<file path="config.mk">
export PLATFORM = sky130hd
export DESIGN_NAME = sapc_dev_flat
export DESIGN_NICKNAME = d
export VERILOG_FILES = /design/src/hdl/sapc_pkg.sv /design/src/hdl/sapc_if.sv /design/src/hdl/sapc_dev.sv /design/src/flat_wrapper.sv
export SDC_FILE = /design/constraint.sdc
export NUM_CORES = 1
export LEC_CHECK = 0
export ABC_CLOCK_PERIOD_IN_PS = 3310
export BUFFER_PORTS_ARGS = -buffer_cell sky130_fd_sc_hd__buf_2
export CORE_MARGIN = 8
export CORE_UTILIZATION = 45
export DETAILED_ROUTE_END_ITERATION = 6
export PLACE_DENSITY_LB_ADDON = 0.12
export SYNTH_ARGS = -nofsm -noshare
export SYNTH_HDL_FRONTEND = slang
export SYNTH_SLANG_ARGS = --single-unit
</file>
<file path="constraint.sdc">
create_clock -name i_clk -period 3.31 [get_ports i_clk]
set_input_delay 0.331 -clock i_clk [delete_from_list [all_inputs] [get_ports i_clk]]
set_output_delay 0.331 -clock i_clk [all_outputs]
set_load 0.02 [all_outputs]
</file>
<file path="src/hdl/sapc_pkg.sv">
package sapc_pkg;
  // ****************************************
  // bus layout
  // ****************************************
  localparam int SAPC_BUS_W = 16;
  localparam int SAPC_RES_W = 12;
  localparam int SAPC_PAD_W = 4;
  localparam int SAPC_BYTE_W = 8;
  localparam int SAPC_RES_LSB_POS = 4;
  localparam logic [11:0] SAPC_RES_RST = 12'h000;
  // ****************************************
  // timing
  // ****************************************
  localparam int SAPC_CLK_NS = 40;
  localparam int SAPC_CONV_MIN_NS = 40;
  localparam int SAPC_CONV_MAX_NS = 6000;
  localparam int SAPC_CONV_TIME_NS = 8000;
  localparam int SAPC_SPACING_NS = 10000;
  localparam int SAPC_SETUP_NS = 10;
  // least times round up, at least one cycle
  localparam int SAPC_CONV_MIN_CYC =
    (SAPC_CONV_MIN_NS + SAPC_CLK_NS - 1) / SAPC_CLK_NS;
  localparam int SAPC_CONV_TIME_CYC = SAPC_CONV_TIME_NS / SAPC_CLK_NS;
  localparam int SAPC_SPACING_CYC =
    (SAPC_SPACING_NS + SAPC_CLK_NS - 1) / SAPC_CLK_NS;
  localparam int SAPC_SETUP_CYC_RAW =
    (SAPC_SETUP_NS + SAPC_CLK_NS - 1) / SAPC_CLK_NS;
  localparam int SAPC_SETUP_CYC =
    (SAPC_SETUP_CYC_RAW < 1) ? 1 : SAPC_SETUP_CYC_RAW;
  // longest time rounds down
  localparam int SAPC_CONV_MAX_CYC = SAPC_CONV_MAX_NS / SAPC_CLK_NS;
endpackage : sapc_pkg

</file>
<file path="src/hdl/sapc_if.sv">
`timescale 1ns/100ps
`default_nettype none
interface sapc_if;
  logic select_n;
  logic read_conv;
  logic byte_sel;
  logic busy_n;
  logic [15:0] bus_out;
  logic [15:0] bus_oe;
  // bus as seen by the host; lines not driven read inverted, so a
  // read with the drivers off shows up as wrong data
  wire [15:0] bus_line;
  genvar g;
  for (g = 0; g < 16; g++) begin : g_res
    assign bus_line[g] = bus_oe[g] ? bus_out[g] : ~bus_out[g];
  end
  modport dev (
    input select_n,
    input read_conv,
    input byte_sel,
    output busy_n,
    output bus_out,
    output bus_oe
  );
  modport host (
    output select_n,
    output read_conv,
    output byte_sel,
    input busy_n,
    input bus_line
  );
endinterface : sapc_if
`default_nettype wire

</file>
<file path="src/hdl/sapc_dev.sv">
`timescale 1ns/100ps
`default_nettype none
// Behaviour
// RL1: select high floats the whole bus
// RL2: result on top twelve lines
// RL3: low four lines driven low when enabled
// RL4: byte select low gives upper byte
// RL5: read/convert falling with select low converts
// RL6: read/convert rising with select low enables bus
// RL7: select falling with read/convert low converts
// RL8: both low 40ns starts hold and conversion
// RL9: host convert pulse 40ns to 6us
// RL10: busy low from start until result stored
// RL11: convert commands ignored while busy low
// RL12: both low at busy rise restarts conversion
// RL13: track after conversion, space commands 10us
// RL14: select and read/convert combined as OR
// RL15: host sets other input 10ns earlier
// RL16: select tied low, read high enables bus
// RL17: two's complement, msb on top line
// RL18: mid-conversion reads give previous result
// RL19: after busy rises, bus gives new result
// RL20: conversion start floats the bus
// RL21: host may latch on busy rising
// RL22: bus enabled only read high, select low
// RL23: fixed cycle conversion, register before busy release
module sapc_dev
  import sapc_pkg::*;
#(
  parameter int CONV_CYC = SAPC_CONV_TIME_CYC,
  parameter int LOW_CYC = SAPC_CONV_MIN_CYC
) (
  input wire logic i_clk,
  input wire logic i_nrst,
  sapc_if.dev link,
  // sample presented by the analog side, two's complement
  input wire logic [SAPC_RES_W-1:0] i_sample,
  input wire logic i_byte_mode,
  output logic o_tracking,
  output logic [SAPC_RES_W-1:0] o_result
);
  // ****************************************
  // state
  // ****************************************
  typedef enum logic [2:0] {
    SAPC_ST_IDLE = 3'b001,
    SAPC_ST_CONV = 3'b010,
    SAPC_ST_DONE = 3'b100
  } sapc_state_e;

  typedef struct packed {
    // two-flop synchronisers on the pins
    logic [1:0] sel_sync;
    logic [1:0] rc_sync;
    logic [1:0] byte_sync;
    sapc_state_e st;
    // cycles spent in the conversion
    logic [15:0] cnt;
    // cycles both lines have read low, saturating
    logic [15:0] low_cnt;
    // sample frozen at the start of the conversion
    logic [SAPC_RES_W-1:0] held;
    // output register, updated before busy is released
    logic [SAPC_RES_W-1:0] result;
    logic busy_n;
    // registered drive of the bus lines
    logic oe;
    logic [SAPC_BUS_W-1:0] dout;
  } sapc_dev_s;

  sapc_dev_s s_reg;
  sapc_dev_s s_next;

  // low count parks here, so a pair still low at busy release
  // qualifies at once
  localparam logic [15:0] LOW_SAT = 16'hffff;
  // last count of the conversion: one cycle stores the result,
  // the next releases busy
  localparam int CONV_LAST = CONV_CYC - 2;

  logic sel_n;
  logic rc;
  logic both_low;
  logic [SAPC_RES_W-1:0] word;

  assign sel_n = s_reg.sel_sync[1];
  assign rc = s_reg.rc_sync[1];
  // level OR: order of the two inputs does not matter
  assign both_low = !sel_n && !rc; // see RL14 see RL5 see RL7

  // ****************************************
  // bus layout
  // ****************************************
  // byte mode puts one byte on the top eight lines and leaves
  // the rest low, so an eight-line host needs no steering
  function automatic logic [SAPC_BUS_W-1:0] sapc_place(
    input logic [SAPC_RES_W-1:0] res,
    input logic byte_mode,
    input logic low_half
  );
    logic [SAPC_BUS_W-1:0] full;
    full = {res, {SAPC_PAD_W{1'b0}}}; // see RL2 see RL3 see RL17
    if (!byte_mode) begin
      return full;
    end
    if (!low_half) begin
      return {full[15:8], 8'h00}; // see RL4
    end
    return {full[7:0], 8'h00}; // see RL4
  endfunction : sapc_place

  // ****************************************
  // next state
  // ****************************************
  always_comb begin
    s_next = s_reg;
    // ****************************************
    // input synchronisers
    // ****************************************
    s_next.sel_sync = {s_reg.sel_sync[0], link.select_n};
    s_next.rc_sync = {s_reg.rc_sync[0], link.read_conv};
    s_next.byte_sync = {s_reg.byte_sync[0], link.byte_sel};
    // ****************************************
    // command qualifier
    // ****************************************
    if (both_low) begin
      if (s_reg.low_cnt != LOW_SAT) begin
        s_next.low_cnt = s_reg.low_cnt + 16'h0001;
      end
    end else begin
      s_next.low_cnt = 16'h0000;
    end
    // ****************************************
    // conversion sequence
    // ****************************************
    case (s_reg.st)
      SAPC_ST_IDLE: begin
        // both low long enough: hold and convert
        if (both_low && (32'(s_reg.low_cnt) + 1 >= LOW_CYC)) begin
          s_next.st = SAPC_ST_CONV; // see RL8
          // frozen here: later motion of the input is not seen
          s_next.held = i_sample;
          s_next.busy_n = 1'b0; // see RL10
          s_next.cnt = 16'h0000;
        end
      end

      SAPC_ST_CONV: begin
        // no exit on control lines: commands ignored, see RL11
        if (32'(s_reg.cnt) >= CONV_LAST) begin
          s_next.st = SAPC_ST_DONE;
          s_next.result = s_reg.held; // see RL23
        end else begin
          s_next.cnt = s_reg.cnt + 16'h0001;
        end
      end

      SAPC_ST_DONE: begin
        // result stored a cycle earlier; now release busy
        s_next.busy_n = 1'b1; // see RL10 see RL23
        s_next.st = SAPC_ST_IDLE;
        // a still-low pair restarts next cycle without a fresh
        // acquisition window, see RL12
        s_next.low_cnt = both_low ? LOW_SAT : 16'h0000;
      end

      default: begin
        s_next.st = SAPC_ST_IDLE;
      end
    endcase
    // ****************************************
    // bus contents
    // ****************************************
    // output enable from the current levels only
    s_next.oe = !sel_n && rc; // see RL22 see RL1 see RL6 see RL16 see RL20
    // result register shows previous value until update
    word = s_next.result; // see RL18 see RL19
    s_next.dout = sapc_place(word, i_byte_mode, s_reg.byte_sync[1]);
    // ****************************************
    // reset
    // ****************************************
    if (!i_nrst) begin
      s_next.sel_sync = 2'b11;
      s_next.rc_sync = 2'b11;
      s_next.byte_sync = 2'b00;
      s_next.st = SAPC_ST_IDLE;
      s_next.cnt = 16'h0000;
      s_next.low_cnt = 16'h0000;
      s_next.held = SAPC_RES_RST;
      s_next.result = SAPC_RES_RST;
      s_next.busy_n = 1'b1;
      s_next.oe = 1'b0;
      s_next.dout = 16'h0000;
    end
  end

  always_ff @(posedge i_clk) begin
    s_reg <= s_next;
  end

  // ****************************************
  // outputs
  // ****************************************
  assign link.busy_n = s_reg.busy_n;
  assign link.bus_out = s_reg.dout;
  assign link.bus_oe = {SAPC_BUS_W{s_reg.oe}}; // see RL1 see RL3
  // tracking resumes once the conversion has ended
  assign o_tracking = s_reg.busy_n; // see RL13
  assign o_result = s_reg.result;
endmodule : sapc_dev
`default_nettype wire

</file>
<file path="src/flat_wrapper.sv">
// flat-port wrapper written by rule: the top's interface ports become plain ports
module sapc_dev_flat import sapc_pkg::*;
#(
  parameter int CONV_CYC = SAPC_CONV_TIME_CYC,
  parameter int LOW_CYC = SAPC_CONV_MIN_CYC
)
  (i_clk, i_nrst, i_sample, i_byte_mode, o_tracking, o_result, link_select_n, link_read_conv, link_byte_sel, link_busy_n, link_bus_out, link_bus_oe);
  sapc_if link_i ();
  input wire logic i_clk;
  input wire logic i_nrst;
  input wire logic [SAPC_RES_W-1:0] i_sample;
  input wire logic i_byte_mode;
  output logic o_tracking;
  output logic [SAPC_RES_W-1:0] o_result;
  input wire logic [$bits(link_i.select_n)-1:0] link_select_n;
  input wire logic [$bits(link_i.read_conv)-1:0] link_read_conv;
  input wire logic [$bits(link_i.byte_sel)-1:0] link_byte_sel;
  output wire logic [$bits(link_i.busy_n)-1:0] link_busy_n;
  output wire logic [$bits(link_i.bus_out)-1:0] link_bus_out;
  output wire logic [$bits(link_i.bus_oe)-1:0] link_bus_oe;
  assign link_i.select_n = link_select_n;
  assign link_i.read_conv = link_read_conv;
  assign link_i.byte_sel = link_byte_sel;
  assign link_busy_n = link_i.busy_n;
  assign link_bus_out = {>>{link_i.bus_out}};
  assign link_bus_oe = {>>{link_i.bus_oe}};
  sapc_dev #(.CONV_CYC(CONV_CYC), .LOW_CYC(LOW_CYC)) u_core (.i_clk(i_clk), .i_nrst(i_nrst), .link(link_i), .i_sample(i_sample), .i_byte_mode(i_byte_mode), .o_tracking(o_tracking), .o_result(o_result));
endmodule
</file>
# [Word-level counts from Yosys, hierarchy flattened]
# Cells that the tools add are included.
[classes] n_addsub=3 order_cmp=2 n_eq_ne=8 n_mux=19 n_reduce_logical=11
[ops] op="two-way mux 16 bit" n=9
[ops] op="adder 16 x 1 -> 16 bit, second input constant" n=2
[ops] op="greater-or-equal comparator 32 x 1 -> 1 bit, second input constant" n=1
[ops] op="case mux 16 bit (2 select lines)" n=1
[ops] op="two-way mux 12 bit" n=2
[ops] op="two-way mux 19 bit" n=1
[ops] op="adder 16 x 1 -> 17 bit, second input constant" n=1
[ops] op="greater-or-equal comparator 16 x 8 -> 1 bit, second input constant" n=1
[ops] op="!= test 16 bit, second input constant" n=1
[ops] op="case mux 3 bit (2 select lines)" n=1
[ops] op="AND reduction 2 bit" n=3
[ops] op="!= test 2 x 1 -> 1 bit, second input constant" n=2
[ops] op="nonzero test 2 bit" n=2
[ops] op="== test 3 x 1 -> 1 bit, second input constant" n=1
[ops] op="== test 3 x 2 -> 1 bit, second input constant" n=1
[ops] op="== test 3 bit, second input constant" n=1
[ops] op="logical AND 1 bit" n=3
[ops] op="two-way mux 1 bit" n=3
[ops] op="two-way mux 3 bit" n=1
[ops] op="!= test 3 bit, second input constant" n=1
[ops] op="AND reduction 3 bit" n=1
[ops] op="logical NOT 1 bit" n=2
[ops] op="!= test 2 bit, second input constant" n=1
[ops] op="case mux 1 bit (2 select lines)" n=1
[word_totals] ff_bits=83 wordCells=54

# [Longest topological paths before layout]
# Gate-level depths: netlist of the first run.
[depth] depth_word=7 mapped_depth=9

# [Worst setup path before layout of the first run]
# OpenSTA, ideal clock, no wires.
[synth_path] path_type="register to register" start="reg u_core.s_reg[42] (netlist name)" end="reg u_core.s_reg[30] (netlist name)" setup_time_ps=72 t_arrival_ps=2056 path_slack_ps=1182 path_stages_with_launch=9 path_buffers=1 path_cell_list="dfxtp_1 -> ha_1 -> nand3_1 -> or4_4 -> a32oi_1 -> a21oi_1 -> a21oi_4 -> buf_6 -> mux2i_1"
[synth_via] elab_chain_len=4
[synth_rtl] item="start, declared" line="sapc_dev.sv:71" source="sapc_dev_s s_reg;"
[synth_rtl] item="start signal, assigned" line="sapc_dev.sv:198" source="s_reg <= s_next;"
[synth_rtl] item="adder 16 x 1 -> 17 bit" line="sapc_dev.sv:139" source="if (both_low && (32'(s_reg.low_cnt) + 1 >= LOW_CYC)) begin"
[synth_rtl] item="greater-or-equal comparator 32 x 1 -> 1 bit" line="sapc_dev.sv:139"
[synth_rtl] item="logical AND 1 bit" line="sapc_dev.sv:139"
[synth_rtl] item="AND reduction 2 bit (no source line)"
# Every way passes these cells.
# A chain may end at the register's enable or synchronous reset.

# [Worst setup path in the final report of the first run]
[layout_path] start="reg u_core.s_reg[42] (netlist name)" end="reg u_core.s_reg[31] (netlist name)"
# Same word-level chain as after synthesis.

==> qor.yml, run 1 <==
antenna_found_initial: 0
cp.buffers_inverters: 1
crit_path_max_fanout: 31
arrival_ns: 2.82
relSlewSlack: 0.475
gr-usage-all-layers: 0.129
start_util: 0.468
p_seq_frac: 0.531
avgSynthCellArea_sq_um: 9.46
hold_buffers: 0
rsz0062_at_grt: "no"
min_from: "link_read_conv"
die_w_um: 106
fmax_mhz: 391
async_flop_share: 0
grt_max_degree: 40
synth_edf_count: 0
cp-startpoint: "u_core.s_reg[42]$_SDFFE_PN0P_"
internal_power_uw: 1420
largest_reg_flops: 52
cts_root_buffer: "clkbuf_8"
hold_path_depth: 2
cts_setup_buffers: 0
clkTransAtPathRegs_ns: 0.07
ctsHtreeMaxLevel: 3
yosys.cell_types.count: 48
via_per_inst: 4.98
grt_pass1_wl_um: 11900
grt-ovfl-total: 0
dieArea_sq_mm: 0.0112
clkPwrFrac: 0.438
cts_buffers: 9
finalMaxSlewViolations: 0
num-fill-cells: 762
hold_class: "in2reg"
synth-seq-area-share: 0.435
reg2reg_to: "u_core.s_reg[31]$_SDFFE_PN0P_"
post-route-min-period_ns: 2.56
power_density_mw_per_mm2: 466
yosys_warnings: 0
first_global_vias: 2465
clock_path_buffers: 2
avgRoutedWirePerCell_um: 14.4
ioPinCount: 64
portBuffers: 59
cp_slowest_stage_delay_ns: 0.47
skew_ns: 0.0103
fp.dieH_um: 106
num_rows: 32
route.detailed.drc: 0
syn_area_sq_mm: 0.00363
startpoint_type: "flip-flop"
synth_ff_type: "dfxtp_1"
irDropWorstVdd_mv: 0.264
clock-sinks: 79
layout-drive-gt1-share: 0.229
drv_cap: 0
crit_chain: "ha_1, nand3_1, or4_4, a32oi_1, a21oi_1, a21oi_4, buf_4, mux2i_1"
comb_power_share: 0.031
tightest_slew_ns: 0.787
p_leak_uw: 0.00168
wl_um: 7240
r2r_cells: 8
cp.required_ns: 3.58
path_class: "reg2reg"
postSynthCellCount: 384
layout.nets: 419
totalPowerFinal_uw: 1800
cts_resized: 0
insertion_delay_ns: 0.34
reg2reg_slack_ns: 0.75
p_sw_uw: 385
whs_endpoint: "u_core.s_reg[79]$_SDFF_PN1_"
cts_tree: "yes"
diodes: 0
first_pass_iters: 4
crit_slowest_cell: "dfxtp_1"
postRouteAntennaNets: 0
place_congestion: 0.824
num_vias: 2505
area_growth_pct: 6.65
fin_setup_tns_ns: 0
fin_crit_sh: 0.772
p_sw_frac: 0.213
ys_ff_latch: 79
setup_viol: 0
core_area_sq_mm: 0.00777
dp.final_hpwl_um: 5020
timing.rr.start: "u_core.s_reg[42]$_SDFFE_PN0P_"
final-hold-violation-count: 0
critPathTopFamily: "simple AND/OR/NAND/NOR gates"
crit_path_end_kind: "flip-flop"
status: "complete, no violations"
detail_route.iter0.violations: 93
[power by group through the flow]
stage               Combinational (uW)  Clock (uW)  Sequential [uW]
floorplan                         44.7           0              980
global placement                  56.3           0              980
detailed placement                56.1           0              980
CTS                               56.3         815              958
global route                      60.9         861              959
finish                            55.8         790              958
[layer usage]
| layer | routed length, um | up-vias | track usage |
|---|---|---|---|
| li1 | - | 1284 | - |
| met1 | 3550 | 1150 | 0.164 |
| met2 | 3120 | 57 | 0.196 |
| met3 | 426 | 14 | 0.0384 |
| met4 | 138 | 0 | 0.0633 |
| met5 | 0 | - | 0 |
[worst max path at each step]
stage                                    endpoint  cells past startpoint
finish              u_core.s_reg[31]$_SDFFE_PN0P_                      8
global route        u_core.s_reg[41]$_SDFFE_PN0P_                      8
CTS                 u_core.s_reg[31]$_SDFFE_PN0P_                      8
detailed placement  u_core.s_reg[31]$_SDFFE_PN0P_                      8
global placement    u_core.s_reg[75]$_SDFFE_PN0P_                      8
floorplan           u_core.s_reg[30]$_SDFFE_PN0P_                      8
[cell type report]
| class | instances | area [sq um] | area share |
|---|---|---|---|
| tap | 102 | 128 | 0.0329 |
| clock inverter | 5 | 81.3 | 0.0210 |
| inverter | 6 | 22.5 | 0.00581 |
| sequential | 79 | 1580 | 0.408 |
| clock buffer | 11 | 141 | 0.0365 |
| multi-input combinational | 237 | 1590 | 0.411 |
| timing repair buffer | 63 | 325 | 0.0840 |
[cells in the mapped netlist, drive strengths merged (2+ instances only)]
library cell / count / share of area
dfxtp: 79 / 0.44
buf: 55 / 0.11
nand2: 40 / 0.041
mux2i: 26 / 0.072
nor2: 25 / 0.026
a21oi: 19 / 0.029
nor3: 14 / 0.019
xor2: 12 / 0.029
and2: 10 / 0.017
clkbuf: 10 / 0.011
nor3b: 10 / 0.023
xnor2: 10 / 0.024
and3: 6 / 0.011
nand3: 6 / 0.0083
nand4: 6 / 0.012
o21ai: 6 / 0.0083
ha: 5 / 0.017
inv: 5 / 0.0052
nand2b: 5 / 0.0086
a31oi: 4 / 0.0069
and4: 4 / 0.0096
mux4: 4 / 0.025
nor4: 4 / 0.0086
or3: 4 / 0.0072
a32oi: 2 / 0.0048
nand3b: 2 / 0.0041
o211ai: 2 / 0.0041
[placed cells by master (no fill, tap or decap), types with 5 or more instances in the layout]
cell type	instances
a21oi_1	18
mux2i_1	26
nand3_1	6
o21ai_0	5
nand2b_1	5
and2_1	9
buf_2	59
xor2_1	12
ha_1	5
nand2_1	40
nor3b_1	8
clkbuf_8	10
nor3_1	14
nor2_1	25
nand4_1	5
xnor2_1	10
inv_1	5
dfxtp_1	79
and3_1	5
[through the flow]
| stage | hold WS [ns] | setup WS, ns | area (sq um) | util | cells |
|---|---|---|---|---|---|
| after global routing | 0.152 | 0.534 | 3870 | 0.499 | 503 |
| after detailed placement | 0.400 | 0.778 | 3650 | 0.470 | 487 |
| after CTS | 0.155 | 0.761 | 3870 | 0.499 | 503 |
| after floorplan | 0.386 | 1.18 | 3640 | - | 387 |
| final | 0.172 | 0.754 | 3870 | 0.499 | 503 |
| after global placement | 0.396 | 0.891 | 3650 | 0.470 | 487 |
[cell families after synthesis]
logic type,Yosys count,synth area share
multiplexers,30,0.0965
buffers and inverters,71,0.130
other,1,0.00103
flip-flops,79,0.435
AO/OA/AOI/OAI,38,0.0658
XOR/XNOR,22,0.0530
adder cells (fa/ha/maj),5,0.0172
AND/OR/NAND/NOR,138,0.201
No activity file was read; power rests on OpenSTA's default activity.
==> inputs of run 2 (changes only) <==
Settings changed: ABC_AREA set to 1, ABC_CLOCK_PERIOD_IN_PS 3310 to 2650.
Clock period 3.31 ns to 2.65 ns, I/O delays scaled along.
==> qor.yml, run 2 <==
status: "complete, no violations"
diodes: 0  # unchanged
post-route-min-period_ns: 2.43  # -0.122 ns
avgRoutedWirePerCell_um: 13.4  # -6.7%
comb_power_share: 0.035  # +0.004
cp.required_ns: 2.93  # -0.65 ns
yosys-top-cells-area: "dfxtp_1, nand2_1, buf_4"
critPathTopFamily: "simple AND/OR/NAND/NOR gates"
power_density_mw_per_mm2: 552  # +19%
post-synth-top-count-cell: "nand2_1"
p_seq_frac: 0.527  # -0.004
cts_tree: "yes"
post-route-util: 0.501  # +0.00228
area_growth_pct: 8.26
num_rows: 33  # +3.1%
skew_ns: 0.0116  # +0.00136 ns
crit_path_max_fanout: 17  # -45%
first_pass_iters: 5  # +1
crit_chain: "ha_1, nand2_1, nor2_4, nand2_4, nand2_1, nand2_1, nor2_1, nand2_1, nor3_4, nand2_4, nand3_4, buf_6, nand2_1, a21oi_2"
yosys.cell_types.count: 31  # -35%
cp_slowest_stage_delay_ns: 0.45  # -0.02 ns
layout-drive-gt1-share: 0.211  # -0.0184
num-fill-cells: 832  # +9.2%
path_common_cell: "nand2_1"
rsz0062_at_grt: "no"
die_w_um: 108  # +2.0%
relSlewSlack: 0.311  # -0.164
hold_class: "in2reg"
final-hold-violation-count: 0  # unchanged
holdWs_ns: 0.104  # -0.0676 ns
clkPwrFrac: 0.438  # about the same
dieArea_sq_mm: 0.0116  # +4.0%
synth_edf_count: 0  # unchanged
postRouteAntennaNets: 0  # unchanged
num_vias: 3105  # +24%
startpoint_type: "flip-flop"
ioPinCount: 64  # unchanged
wl_um: 8470  # +17%
crit_path_end_kind: "flip-flop"
via_per_inst: 4.92  # -1.2%
pre_cts_ws_ns: 0.160  # -0.618 ns
gr-usage-all-layers: 0.146  # +0.0170
internal_power_uw: 1760  # +24%
route.detailed.drc: 0  # unchanged
dp.final_hpwl_um: 6070  # +21%
p_sw_uw: 516  # +34%
place_congestion: 0.828  # +0.51%
fin_crit_sh: 0.918  # +0.146
clkTransAtPathRegs_ns: 0.09  # +0.02 ns
yosys_warnings: 0  # unchanged
clock_path_buffers: 2  # unchanged
cp-startpoint: "u_core.s_reg[43]$_SDFFE_PN0P_"
fin_setup_tns_ns: 0  # unchanged
irDropWorstVdd_mv: 0.275  # +4.1%
first_global_vias: 2909  # +18%
insertion_delay_ns: 0.35  # about the same
cts_setup_buffers: 0  # unchanged
fin_ws_ns: 0.216  # -0.538 ns
cts_root_buffer: "clkbuf_8"
crit_slowest_cell: "dfxtp_1"
tightest_slew_ns: 1.03  # +0.243 ns
final_common_cell: "nand2_1"
synth_ff_type: "dfxtp_1"
cts_buffers: 9  # unchanged
yosysTopAreaCellShare: 0.416  # -0.0195
drv_cap: 0  # unchanged
postSynthCellCount: 501  # +30%
fp.dieH_um: 108  # +2.0%
ctsHtreeMaxLevel: 3  # unchanged
final_cell_mix: "nand2_1, dfxtp_1, buf_2, nor2_1, a21oi_1"
start_util: 0.463  # -0.00485
async_flop_share: 0  # unchanged
finalMaxSlewViolations: 0  # unchanged
synth-seq-area-share: 0.416  # -0.0195
p_leak_uw: 0.00180  # +6.9%
syn_area_sq_mm: 0.00380  # +4.7%
grt_max_degree: 33  # -18%
timing.rr.start: "u_core.s_reg[43]$_SDFFE_PN0P_"
synth_common_cells: "nand2_1, dfxtp_1, nor2_1"
grt_pass1_wl_um: 13800  # +16%
antenna_found_initial: 0  # unchanged
setup_viol: 0  # unchanged
synth_top_area_cell: "dfxtp_1"
layout.nets: 544  # +30%
path_class: "reg2reg"
largest_reg_flops: 52  # unchanged
fmax_mhz: 411  # +5.0%
clock-sinks: 79  # unchanged
avgSynthCellArea_sq_um: 7.59  # -20%
arrival_ns: 2.72  # -0.10 ns
ys_ff_latch: 79  # unchanged
cts_resized: 0  # unchanged
p_sw_frac: 0.227  # +0.0140
detail_route.iter0.violations: 102  # +9.7%
totalPowerFinal_uw: 2270  # +26%
grt-ovfl-total: 0  # unchanged
hold_buffers: 0  # unchanged
cp.buffers_inverters: 1  # unchanged
core_area_sq_mm: 0.00822  # +5.8%
min_from: "link_byte_sel"
portBuffers: 59  # unchanged
-- run 2: changes by cell type after synthesis, sizes merged, moves of 14 or more --
cell	change
inv	+32
a21oi	+21
nand2	+76
mux2i	-22
nand3	+15
o21ai	+14
nor2	+40
-- run 2: layout make-up --
class                      instances  area (sq um)  area share
clock buffer                      10           128      0.0310
clock inverter                     6          93.8      0.0228
inverter                          37           139      0.0337
multi-input combinational        328          1680       0.408
sequential                        79          1580       0.384
tap                              105           131      0.0319
timing repair buffer              66           364      0.0884
-- run 2: path summary, 6_finish.rpt --
path                                        end  slack [ns]  depth (start not counted)
hold reg to reg     u_core.s_reg[82]$_SDFF_PN1_        0.42                          1
setup / recovery  u_core.s_reg[65]$_SDFFE_PN0P_        0.22                         14
hold / removal      u_core.s_reg[77]$_SDFF_PN0_        0.10                          3
setup reg to reg  u_core.s_reg[65]$_SDFFE_PN0P_        0.22                         14
-- run 2: cells by family after synthesis --
logic type	count (synthesis)	synth area share
flip-flops	79	0.416
multiplexers	4	0.0105
AO/OA/AOI/OAI	60	0.0809
other	1	0.000986
adder cells (fa/ha/maj)	5	0.0165
AND/OR/NAND/NOR	252	0.323
buffers and inverters	97	0.145
XOR/XNOR	3	0.00691
-- run 2: worst reg2reg max path: stages, from the launching register on --
cell and delay, ns:
dfxtp_1 0.45, ha_1 0.25, nand2_1 0.10, nor2_4 0.21, nand2_4 0.10, nand2_1 0.07
nand2_1 0.07, nor2_1 0.10, nand2_1 0.11, nor3_4 0.17, nand2_4 0.15, nand3_4 0.18
buf_6 0.21, nand2_1 0.10, a21oi_2 0.11
-- run 2: per-stage QoR --
stage          area (sq um)  std cells
2_1_floorplan          3810        504
3_3_place_gp           3890        615
3_5_place_dp           3890        615
4_1_cts                4110        631
5_1_grt                4120        631
6_report               4120        631
-- run 2: power by group through the flow --
stage	Sequential, uW	Combinational, uW	Clock (uW)
2_1_floorplan	1230	61.6	0
3_3_place_gp	1230	79.9	0
3_5_place_dp	1230	80.3	0
4_1_cts	1200	80.4	1020
5_1_grt	1200	86.6	1070
6_report	1200	80.0	995
-- run 2: metal layers --
layer  global-route usage  part of all wire  routed length, um
met1                0.188              0.48               4020
met5                    0                 0                  0
met3               0.0383             0.060                507
met2                0.227              0.45               3840
met4               0.0634             0.012                100
==> inputs of run 3 (changes only) <==
Settings changed: BUFFER_PORTS_ARGS -buffer_cell sky130_fd_sc_hd__buf_2 to -buffer_cell sky130_fd_sc_hd__buf_4, CELL_PAD_IN_SITES_DETAIL_PLACEMENT set to 0, CELL_PAD_IN_SITES_GLOBAL_PLACEMENT set to 2, CORE_UTILIZATION 45 to 32.
==> qor.yml, run 3 (synthesis results as in run 2) <==
diodes: 0  # unchanged
final_common_cell: "nand2_1"
core_area_sq_mm: 0.0118  # +44%
hold_class: "in2reg"
clock_path_buffers: 2  # unchanged
startpoint_type: "flip-flop"
insertion_delay_ns: 0.34  # about the same
largest_reg_flops: 52  # unchanged
num_rows: 40  # +21%
power_density_mw_per_mm2: 585  # +6.0%
layout.nets: 545  # +0.18%
clock-sinks: 79  # unchanged
fin_crit_sh: 0.890  # -0.0279
avgRoutedWirePerCell_um: 14.0  # +4.7%
crit_path_max_fanout: 10  # -7
drv_cap: 0  # unchanged
arrival_ns: 2.62  # -0.10 ns
cts_setup_buffers: 0  # unchanged
cts_buffers: 9  # unchanged
grt-ovfl-total: 0  # unchanged
min_from: "link_read_conv"
post-route-min-period_ns: 2.36  # -0.0741 ns
path_class: "reg2reg"
skew_ns: 0.0107  # -0.000971 ns
start_util: 0.322  # -0.141
multi_input_area_sq_mm: 0.00168  # unchanged
totalPowerFinal_uw: 2580  # +14%
rsz0062_at_grt: "no"
cts_root_buffer: "clkbuf_16"
crit_path_end_kind: "flip-flop"
ctsHtreeMaxLevel: 3  # unchanged
cp.required_ns: 2.91  # -0.02 ns
num_vias: 3069  # -1.2%
fp.dieH_um: 125  # +16%
place_congestion: 0.773  # -6.7%
via_per_inst: 4.55  # -7.5%
grt_max_degree: 49  # +48%
clkTransAtPathRegs_ns: 0.06  # -0.03 ns
route.detailed.drc: 0  # unchanged
status: "complete, no violations"
portBuffers: 59  # unchanged
num-fill-cells: 1248  # +50%
cts_resized: 0  # unchanged
area_growth_pct: 15.9
detail_route.iter0.violations: 131  # +28%
p_leak_uw: 0.00186  # +3.6%
antenna_found_initial: 0  # unchanged
fmax_mhz: 424  # +3.1%
cts_tree: "yes"
final_cell_mix: "nand2_1, dfxtp_1, buf_4, nor2_1, a21oi_1"
dp.final_hpwl_um: 6980  # +15%
first_global_vias: 3117  # +7.2%
irDropWorstVdd_mv: 0.457  # +66%
setup_viol: 0  # unchanged
gr-usage-all-layers: 0.127  # -0.0199
final-hold-violation-count: 0  # unchanged
regArea_sq_mm: 0.00158  # unchanged
timing.rr.start: "u_core.s_reg[43]$_SDFFE_PN0P_"
hold_buffers: 0  # unchanged
finalMaxSlewViolations: 0  # unchanged
first_pass_iters: 4  # -1
dieArea_sq_mm: 0.0156  # +34%
die_w_um: 125  # +16%
fin_setup_tns_ns: 0  # unchanged
ioPinCount: 64  # unchanged
layout-drive-gt1-share: 0.213  # +0.00150
fin_ws_ns: 0.290  # +0.0741 ns
pre_cts_ws_ns: 0.290  # +0.130 ns
grt_pass1_wl_um: 15800  # +15%
cp-startpoint: "u_core.s_reg[43]$_SDFFE_PN0P_"
postRouteAntennaNets: 0  # unchanged
wl_um: 9470  # +12%
run 3: cell count changes in the layout (fill, tap and decap cells not counted), sizes merged:
cell | previous run | this run
clkbuf | 10 | 12
clkinvlp | 1 | 0
bufinv | 2 | 1
buf | 66 | 67
run 3: report_power, final:
| part | total (uW) | internal (uW) | leakage (uW) | switching (uW) |
|---|---|---|---|---|
| Sequential | 1200 | 1200 | 0.000638 | 4.05 |
| Combinational | 92.2 | 36.1 | 0.00107 | 56.2 |
| Clock | 1290 | 785 | 0.000153 | 503 |
run 3: stage by stage:
step	hold slack (ns)	utilization	cell area [sq um]	cells
6_report	0.115	0.373	4410	674
5_1_grt	0.108	0.373	4410	674
3_5_place_dp	0.401	0.347	4100	658
3_3_place_gp	0.402	0.347	4100	658
4_1_cts	0.100	0.373	4410	674
2_1_floorplan	0.363	-	3810	504
run 3: worst paths after layout:
path | cells past startpoint | slack [ns] | endpoint
worst max-delay path | 14 | 0.29 | u_core.s_reg[61]$_SDFFE_PN0P_
worst min-delay path | 2 | 0.12 | u_core.s_reg[79]$_SDFF_PN1_
worst max register to register | 14 | 0.29 | u_core.s_reg[61]$_SDFFE_PN0P_
worst min register to register | 1 | 0.41 | u_core.rc$_SDFF_PN1_
run 3: layout make-up:
type / count / area share
clock buffer: 12 / 0.0582
clock inverter: 4 / 0.0119
inverter: 37 / 0.0315
multi-input combinational: 328 / 0.381
sequential: 79 / 0.359
tap: 147 / 0.0417
timing repair buffer: 67 / 0.117
run 3: critical path: stages, from the launching register on:
cell and delay (ns):
dfxtp_1 0.43, ha_1 0.26, nand2_1 0.11, nor2_4 0.20
nand2_4 0.10, nand2_1 0.07, nand2_1 0.06, nor2_1 0.08
nand2_1 0.10, nor3_4 0.16, nand2_4 0.12, nand3_4 0.15
buf_4 0.20, nand3_1 0.08, a21oi_1 0.15
run 3: per-layer routing:
layer	track usage	wire length, um	vias up
met3	0.0314	344	12
li1	-	-	1612
met1	0.157	4610	1406
met2	0.203	4350	39
met5	0	0	-
met4	0.0580	164	0
